$ cat config.mk
export PLATFORM = sky130hd
export DESIGN_NAME = tlf_ctrl
export DESIGN_NICKNAME = d
export VERILOG_FILES = /design/src/pkg/tlf_pkg.sv /design/src/hw/tlf_ctrl.sv /design/src/hw/tlf_hold.sv
export SDC_FILE = /design/constraint.sdc
export NUM_CORES = 1
export LEC_CHECK = 0
export ABC_AREA = 1
export BUFFER_PORTS_ARGS = -buffer_cell sky130_fd_sc_hd__buf_2
export CAP_MARGIN = 20
export CORE_MARGIN = 1.5
export CORE_UTILIZATION = 38
export DETAILED_ROUTE_END_ITERATION = 10
export GPL_ROUTABILITY_DRIVEN = 0
export PLACE_DENSITY = 0.64
export SLEW_MARGIN = 10
export SYNTH_ARGS = -nofsm -noshare
export SYNTH_HDL_FRONTEND = slang
export SYNTH_SLANG_ARGS = --single-unit
$ cat constraint.sdc
create_clock -name clk -period 4.68 [get_ports clk]
set_clock_uncertainty 0.2 [all_clocks]
set_input_delay 0.936 -clock clk [delete_from_list [all_inputs] [get_ports clk]]
set_output_delay 0.936 -clock clk [all_outputs]
set_load 0.005 [all_outputs]
$ cat src/pkg/tlf_pkg.sv
// Purpose: Shared constants and state type of the time loop filter control block
// Assumes: Byte-wide register access from two sides, 12-bit byte addresses
// Notes:   All offsets, reset values and field widths live here
package tlf_pkg;

  // ************************************************************
  // Register byte addresses
  // ************************************************************
  localparam logic [11:0] ADDR_DELAY  = 12'h928;
  localparam logic [11:0] ADDR_DIFF   = 12'h92C;
  localparam logic [11:0] ADDR_BW     = 12'h930;
  localparam logic [11:0] ADDR_BW_HI  = 12'h931;
  localparam logic [11:0] ADDR_DEV    = 12'h932;
  localparam logic [11:0] ADDR_DEV_HI = 12'h933;
  localparam logic [11:0] ADDR_DDEPTH = 12'h934;
  localparam logic [11:0] ADDR_VDEPTH = 12'h935;
  localparam logic [11:0] ADDR_LMODE  = 12'h936;
  localparam logic [9:0]  ADDR_WORD_DELAY = 10'h24A;
  localparam logic [9:0]  ADDR_WORD_DIFF  = 10'h24B;

  // ************************************************************
  // Reset values and field constants
  // ************************************************************
  localparam logic [31:0] RST_DELAY  = 32'h0000_0000;
  localparam logic [31:0] RST_DIFF   = 32'h0000_0000;
  localparam logic [14:0] RST_BW     = 15'h1000;
  localparam logic [15:0] RST_DEV    = 16'h0000;
  localparam logic [3:0]  RST_DDEPTH = 4'h4;
  localparam logic [3:0]  RST_VDEPTH = 4'hC;
  localparam logic        RST_LMODE  = 1'b0;
  localparam logic [15:0] DEV_MARGIN = 16'h007F;
  localparam logic [14:0] BW_MIN     = 15'h0080;
  localparam logic [14:0] BW_MAX     = 15'h3FFF;
  localparam logic [7:0]  BYTE_ZERO  = 8'h00;
  localparam int          SIDES      = 2;
  localparam int          SIDE_LOC   = 0;
  localparam int          SIDE_NET   = 1;

  // ************************************************************
  // Block state
  // ************************************************************
  typedef struct packed {
    logic [31:0] delay;
    logic [31:0] diff;
    logic [14:0] bw;
    logic [15:0] dev;
    logic [3:0]  ddepth;
    logic [3:0]  vdepth;
    logic        lmode;
    logic [7:0]  net_rdata;
    logic [7:0]  loc_rdata;
    logic        clr_diff_flt;
    logic        clr_dev_flt;
    logic        arm;
    logic        take;
  } tlf_state_t;

  typedef struct packed {
    logic [23:0] upper;
  } tlf_hold_t;

endpackage

$ cat src/hw/tlf_ctrl.sv
// Purpose: Control and status registers of the time control loop
// Assumes: Network side and local side both byte-wide, same clock, rdata one cycle after rd
// Notes:   Filter engine outside supplies averaged difference and raw deviation
`timescale 1ns/1ps

module tlf_ctrl (
  input  wire logic        clk,
  input  wire logic        rstn,
  input  wire logic        local_owns_time,
  input  wire logic        net_wr,
  input  wire logic        net_rd,
  input  wire logic [11:0] net_addr,
  input  wire logic [7:0]  net_wdata,
  output logic      [7:0]  net_rdata,
  input  wire logic        loc_wr,
  input  wire logic        loc_rd,
  input  wire logic [11:0] loc_addr,
  input  wire logic [7:0]  loc_wdata,
  output logic      [7:0]  loc_rdata,
  input  wire logic        diff_upd,
  input  wire logic [30:0] diff_mag,
  input  wire logic        diff_local_below,
  input  wire logic        dev_upd,
  input  wire logic [15:0] dev_raw,
  input  wire logic        latch_write_evt,
  output logic      [31:0] propagation_delay,
  output logic      [14:0] adjust_bandwidth,
  output logic      [3:0]  difference_filter_depth,
  output logic      [3:0]  deviation_filter_depth,
  output logic             diff_filter_clear,
  output logic             dev_filter_clear,
  output logic             stamp_arm,
  output logic             stamp_take_hidden
);

  tlf_pkg::tlf_state_t s_q;
  tlf_pkg::tlf_state_t s_d;
  logic [23:0]         held_upper [tlf_pkg::SIDES];
  logic                side_wr    [tlf_pkg::SIDES];
  logic                side_rd    [tlf_pkg::SIDES];
  logic [11:0]         side_addr  [tlf_pkg::SIDES];
  logic [7:0]          side_wdata [tlf_pkg::SIDES];
  logic [7:0]          side_rbyte [tlf_pkg::SIDES];

  // ************************************************************
  // Helpers
  // ************************************************************
  // Limit a raw deviation to plus or minus (start - margin)
  function automatic logic [15:0] clamp_dev(input logic [15:0] raw, input logic [14:0] bw);
    logic signed [16:0] lim;
    logic signed [16:0] val;
    lim = $signed({2'b00, bw}) - $signed({1'b0, tlf_pkg::DEV_MARGIN});
    val = $signed({raw[15], raw});
    if (val > lim) begin
      clamp_dev = lim[15:0];
    end else if (val < -lim) begin
      clamp_dev = 16'(-lim);
    end else begin
      clamp_dev = raw;
    end
  endfunction

  // Read one byte of the map; difference upper bytes come from the side's holding copy
  function automatic logic [7:0] read_byte(input logic [11:0] a, input tlf_pkg::tlf_state_t s,
                                           input logic [23:0] held);
    logic [31:0] dword;
    dword = {held, s.diff[7:0]};
    if (a[11:2] == tlf_pkg::ADDR_WORD_DELAY) begin
      read_byte = s.delay[8*a[1:0] +: 8];
    end else if (a[11:2] == tlf_pkg::ADDR_WORD_DIFF) begin
      read_byte = dword[8*a[1:0] +: 8];
    end else if (a == tlf_pkg::ADDR_BW) begin
      read_byte = s.bw[7:0];
    end else if (a == tlf_pkg::ADDR_BW_HI) begin
      read_byte = {1'b0, s.bw[14:8]};
    end else if (a == tlf_pkg::ADDR_DEV) begin
      read_byte = s.dev[7:0];
    end else if (a == tlf_pkg::ADDR_DEV_HI) begin
      read_byte = s.dev[15:8];
    end else if (a == tlf_pkg::ADDR_DDEPTH) begin
      read_byte = {4'h0, s.ddepth};
    end else if (a == tlf_pkg::ADDR_VDEPTH) begin
      read_byte = {4'h0, s.vdepth};
    end else if (a == tlf_pkg::ADDR_LMODE) begin
      read_byte = {7'h00, s.lmode};
    end else begin
      read_byte = tlf_pkg::BYTE_ZERO;
    end
  endfunction

  // ************************************************************
  // Access sides
  // ************************************************************
  // Gather both sides into arrays; local side writes only when it owns time
  always_comb begin
    side_wr[tlf_pkg::SIDE_LOC]    = loc_wr && local_owns_time;
    side_rd[tlf_pkg::SIDE_LOC]    = loc_rd;
    side_addr[tlf_pkg::SIDE_LOC]  = loc_addr;
    side_wdata[tlf_pkg::SIDE_LOC] = loc_wdata;
    side_wr[tlf_pkg::SIDE_NET]    = net_wr;
    side_rd[tlf_pkg::SIDE_NET]    = net_rd;
    side_addr[tlf_pkg::SIDE_NET]  = net_addr;
    side_wdata[tlf_pkg::SIDE_NET] = net_wdata;
  end

  // Holding copy and read byte per side
  for (genvar g = 0; g < tlf_pkg::SIDES; g++) begin : g_side
    tlf_hold u_hold (
      .clk        (clk),
      .rstn       (rstn),
      .rd         (side_rd[g]),
      .addr       (side_addr[g]),
      .diff_live  (s_q.diff),
      .held_upper (held_upper[g])
    );
    assign side_rbyte[g] = read_byte(side_addr[g], s_q, held_upper[g]);
  end

  // ************************************************************
  // Next-state logic
  // ************************************************************
  // Engine updates first, then local writes, then network writes so network wins
  always_comb begin
    s_d              = s_q;
    s_d.clr_diff_flt = 1'b0;
    s_d.clr_dev_flt  = 1'b0;
    s_d.arm          = 1'b0;
    s_d.take         = 1'b0;
    if (diff_upd) begin
      s_d.diff = {diff_local_below, diff_mag};
    end
    if (dev_upd) begin
      s_d.dev = clamp_dev(dev_raw, s_q.bw);
    end
    for (int i = 0; i < tlf_pkg::SIDES; i++) begin
      if (side_wr[i]) begin
        if (side_addr[i][11:2] == tlf_pkg::ADDR_WORD_DELAY) begin
          s_d.delay[8*side_addr[i][1:0] +: 8] = side_wdata[i];
        end else if (side_addr[i] == tlf_pkg::ADDR_BW || side_addr[i] == tlf_pkg::ADDR_BW_HI) begin
          if (side_addr[i] == tlf_pkg::ADDR_BW) begin
            s_d.bw[7:0] = side_wdata[i];
          end else begin
            s_d.bw[14:8] = side_wdata[i][6:0];
          end
          s_d.diff         = tlf_pkg::RST_DIFF;
          s_d.dev          = tlf_pkg::RST_DEV;
          s_d.clr_diff_flt = 1'b1;
          s_d.clr_dev_flt  = 1'b1;
        end else if (side_addr[i] == tlf_pkg::ADDR_DDEPTH) begin
          s_d.ddepth       = side_wdata[i][3:0];
          s_d.diff         = tlf_pkg::RST_DIFF;
          s_d.clr_diff_flt = 1'b1;
        end else if (side_addr[i] == tlf_pkg::ADDR_VDEPTH) begin
          s_d.vdepth      = side_wdata[i][3:0];
          s_d.clr_dev_flt = 1'b1;
        end else if (side_addr[i] == tlf_pkg::ADDR_LMODE && i == tlf_pkg::SIDE_NET) begin
          s_d.lmode = side_wdata[i][0];
        end
      end
    end
    if (latch_write_evt) begin
      s_d.arm  = !s_q.lmode;
      s_d.take = s_q.lmode;
    end
    s_d.net_rdata = net_rd ? side_rbyte[tlf_pkg::SIDE_NET] : tlf_pkg::BYTE_ZERO;
    s_d.loc_rdata = loc_rd ? side_rbyte[tlf_pkg::SIDE_LOC] : tlf_pkg::BYTE_ZERO;
  end

  // State register
  always_ff @(posedge clk or negedge rstn) begin
    if (!rstn) begin
      s_q        <= '0;
      s_q.delay  <= tlf_pkg::RST_DELAY;
      s_q.diff   <= tlf_pkg::RST_DIFF;
      s_q.bw     <= tlf_pkg::RST_BW;
      s_q.dev    <= tlf_pkg::RST_DEV;
      s_q.ddepth <= tlf_pkg::RST_DDEPTH;
      s_q.vdepth <= tlf_pkg::RST_VDEPTH;
      s_q.lmode  <= tlf_pkg::RST_LMODE;
    end else begin
      s_q <= s_d;
    end
  end

  // ************************************************************
  // Outputs
  // ************************************************************
  assign propagation_delay       = s_q.delay;
  assign adjust_bandwidth        = s_q.bw;
  assign difference_filter_depth = s_q.ddepth;
  assign deviation_filter_depth  = s_q.vdepth;
  assign diff_filter_clear       = s_q.clr_diff_flt;
  assign dev_filter_clear        = s_q.clr_dev_flt;
  assign stamp_arm               = s_q.arm;
  assign stamp_take_hidden       = s_q.take;
  assign net_rdata               = s_q.net_rdata;
  assign loc_rdata               = s_q.loc_rdata;
endmodule

$ cat src/hw/tlf_hold.sv
// Purpose: Per-side holding copy of the upper difference bits
// Assumes: Read strobe and address from one access side, same clock
// Notes:   Captured when the lowest difference byte is read
`timescale 1ns/1ps
module tlf_hold (
  input  wire logic        clk,
  input  wire logic        rstn,
  input  wire logic        rd,
  input  wire logic [11:0] addr,
  input  wire logic [31:0] diff_live,
  output logic      [23:0] held_upper
);

  tlf_pkg::tlf_hold_t s_q;
  tlf_pkg::tlf_hold_t s_d;

  // ************************************************************
  // Capture logic
  // ************************************************************
  // Take bits 31:8 on a low-byte read
  always_comb begin
    s_d = s_q;
    if (rd && addr == tlf_pkg::ADDR_DIFF) begin
      s_d.upper = diff_live[31:8];
    end
  end

  // State register
  always_ff @(posedge clk or negedge rstn) begin
    if (!rstn) begin
      s_q <= '0;
    end else begin
      s_q <= s_d;
    end
  end

  assign held_upper = s_q.upper;
endmodule

==> summary.md <==
### Global routing
• 0 — number of antenna violations at the first check in global routing
• met2 — most used routing layer
• 35.89% — met1 Use GR
• 26.98% — global-route usage over all layers
• 68680 µm — first-pass GRT wire length
• 11946 — vias in the first global route
• 103 — maximum number of pins on one net before global-route repair
• 4.849% — GR Layer Usage met3
• 0 — leftover overflow at the end of global routing
• 41.80% — routing usage on met2

### Clocking
• 0.07 ns — CTS clk-pin slew, worst paths
• 17 — clock buffer count from CTS
• sky130_fd_sc_hd__clkbuf_16 — root cell of the clock tree
• 4 — number of levels in the clock H-tree
• yes — CTS tree
• 0.44 ns — Clock Latency Late Sink
• 172 — sinks on the clock net
• 2 — buffer levels on the longest clock path

### Critical path
• 6 — maximum fanout along the worst path
• 0.48 ns — slowest stage delay, CP
• 4.81 ns — data required time of the worst path
• sky130_fd_sc_hd__nand2_1 — most frequent cell on the critical path
• 4.40 ns — CP Data Arrival Time
• reg2reg — Crit Path Category
• flip-flop — type of element capturing the critical path
• inv_1, nand3_1, a21oi_1, nand2_1, nand2_1, nand2_1, o41ai_4, ha_1, nand2_1, inv_1, nand3_1, nor2_1, nand4_1, nand3_1, nand2_1, nand2_2, clkinvlp_4, buf_4, or2_2, nand2_1, nor2_1, nor2_1, nor2_1 — worst path cell trace
• sky130_fd_sc_hd__dfrtp_1 — slowest cell on the critical path
• flip-flop — crit path launch type

### Routing
• 5.725 — Vias/cell
• 12865 — count of vias placed by the detailed router
• 0 — post-route ant nets
• 45020 µm — DRT Wirelength
• 6 — iteration count of the initial detailed-routing pass
• 1290 — violation count after the first detailed-routing iteration
• 20.03 µm — Wirelength per Cell
• 0 — drc violations

### Finish
• 0.006356 mm² — area of the multi-input gates
• 16.38% — share of cells above drive strength 1
• 0.004313 mm² — sequential standard cell area
• 11.26% — synthesis-to-finish area growth
• 1973 — final-stage net count
• 3274 — fill count

### Pwr
• 219.1 µV — VDD IR max
• 252.5 mW/mm² — Power Dens Cells
• 0.006666 µW — leakage power summed over all cells

### Synth
• 0.01227 mm² — cell area after synthesis
• sky130_fd_sc_hd__dfrtp_1, sky130_fd_sc_hd__o21ai_0, sky130_fd_sc_hd__nand2_1 — main area contributors after synthesis
• 1749 — number of instances in the synthesized netlist
• sky130_fd_sc_hd__dfrtp_1 — ys flop type
• 49 — count of unique library cells instantiated by Yosys
• 172 — Yosys reg bits
• sky130_fd_sc_hd__dfrtp_1 — cell taking the most area after synthesis
• 7.014 µm² — Mean Syn Cell Area
• sky130_fd_sc_hd__nand2_1 — count leader, synth
• 100.0% — fraction of synthesis flops using an asynchronous set or reset pin
• sky130_fd_sc_hd__nand2_1, sky130_fd_sc_hd__o21ai_0, sky130_fd_sc_hd__nor2_1 — commonest cells in the netlist
• 1890 — post-synthesis net count
• 0 — Synthesis Warnings
• 0 — number of flops mapped to enable cells by yosys
• 35.12% — sequential element share of the synthesized area
• 34.27% — area share of the largest cell type after synthesis

### STA
• 0 — final max-slew violation count
• 0 — number of setup violations in the final report
• 91.23% — share of the clock period used by the worst path
• 4.270 ns — time the final worst path needs with I/O delays and setup
• 0 — Final Hold Viols
• 32.07% — worst rel slew slack
• 1.013 ns — slew at the pin with the worst max-slew slack
• 234.2 MHz — upper clock frequency limit
• 0 ns — Sum Neg Setup Slack
• 0.2814 ns — final worst hold slack

### Floorplanning
• 0.03337 mm² — Die ar.
• 0.03164 mm² — Placeable Area
• 65 — Site Rows
• 173 — I/O pin count
• 38.78% — initial standard-cell utilization of the core
• 182.7 µm — Die X
• 182.7 µm — Chip Height

### Run status
• completed — status

### Placed design
• 34530 µm — Detailed Place HPWL
• 172 — Port Buf Inserts

### Flow run
• 0 — number of maximum-capacitance constraint violations

### Worst hold path
• reg2reg — Hold Crit Class

[cells in the final DEF (no fill, tap or decap), types with 27 or more instances in the layout]
master                    Yosys  layout
sky130_fd_sc_hd__a21oi_1    150     150
sky130_fd_sc_hd__buf_2       14     171
sky130_fd_sc_hd__buf_4       80      27
sky130_fd_sc_hd__dfrtp_1    168     165
sky130_fd_sc_hd__ha_1        43      43
sky130_fd_sc_hd__inv_1      193     193
sky130_fd_sc_hd__nand2_1    301     300
sky130_fd_sc_hd__nand3_1     95      95
sky130_fd_sc_hd__nand4_1     42      42
sky130_fd_sc_hd__nor2_1     199     199
sky130_fd_sc_hd__o21ai_0    238     238
sky130_fd_sc_hd__o22ai_1     27      27
[kinds of logic (layout without fill, tap and decap cells)]
logic type / Yosys count / count (layout) / share of synthesized area [%]
fa+ha+maj: 43 / 43 / 4.386
simple gates: 695 / 695 / 25.09
other cells: 0 / 1 / 0
xor+xnor: 5 / 5 / 0.3569
buf+inv: 346 / 441 / 13.24
compound gates: 488 / 488 / 21.81
flops: 172 / 172 / 35.12
[registers in the layout, summed over array words and instances, names as in the netlist]
signal                    cells
s_q                          49
g_side.u_hold.held_upper     48
propagation_delay            32
adjust_bandwidth             15
loc_rdata                     8
net_rdata                     8
deviation_filter_depth        4
difference_filter_depth       4
dev_filter_clear              1
diff_filter_clear             1
stamp_arm                     1
stamp_take_hidden             1
[metal layers]
metal / wire (µm) / vias up
met5: 0 / -
met4: 2412 / 0
met3: 3986 / 139
met2: 20090 / 702
met1: 18530 / 6038
li1: - / 5986
[metrics by stage]
stage	total power, µW	util (%)	worst slack, ns	std cells	cell area (µm²)
floorplan	1852	-	1.057	1749	12270
global placement	2055	41.07	0.4645	2208	12990
detailed placement	2061	41.07	0.2342	2208	12990
CTS	3445	42.84	0.1943	2239	13550
global route	3572	43.14	-0.001708	2246	13650
finish	3447	43.14	0.4104	2247	13650
[worst max-delay path: cells and delay by family, from the launching register on]
kind | cells | cell delay, ns
AO/OA/AOI/OAI | 2 | 0.75
buffers and inverters | 4 | 0.64
flip-flops | 1 | 0.48
AND/OR/NAND/NOR | 16 | 1.85
adder cells (fa/ha/maj) | 1 | 0.25
[worst paths after layout]
kind / from / to / slack (ns) / cells after the start
setup / recovery: adjust_bandwidth[10] / s_q[43] / 0.41 / 23
hold / removal: g_side[0].u_hold.held_upper[13] / g_side[0].u_hold.held_upper[13] / 0.28 / 2
setup reg to reg: adjust_bandwidth[10] / s_q[43] / 0.41 / 23
hold reg to reg: g_side[0].u_hold.held_upper[13] / g_side[0].u_hold.held_upper[13] / 0.28 / 2
max in group asynchronous: rstn / propagation_delay[8] / 2.90 / 2
min in group asynchronous: rstn / stamp_arm / 0.38 / 1
[cell type report]
type                            instances  share of cell area (%)
Tap cell                              402                   3.685
Clock buffer                           18                   3.144
Multi-Input combinational cell       1231                   46.57
Sequential cell                       172                   31.60
Inverter                              208                   5.748
Antenna cell                            1                 0.01833
Clock inverter                         13                  0.9625
Timing Repair Buffer                  202                   8.278
[where the power goes]
part           switching, µW  internal [µW]
combinational            339            149
sequential              31.9           1530
clock                    651            743
[what timing repair did]
| action | CTS | global route |
|---|---|---|
| gates resized for setup | 0 | 7 |
| buffers inserted | 0 | 6 |
| endpoints found under the setup margin | 0 | 15 |
| hold buffers | 0 | 0 |
Power figures use the tool's default switching activity.
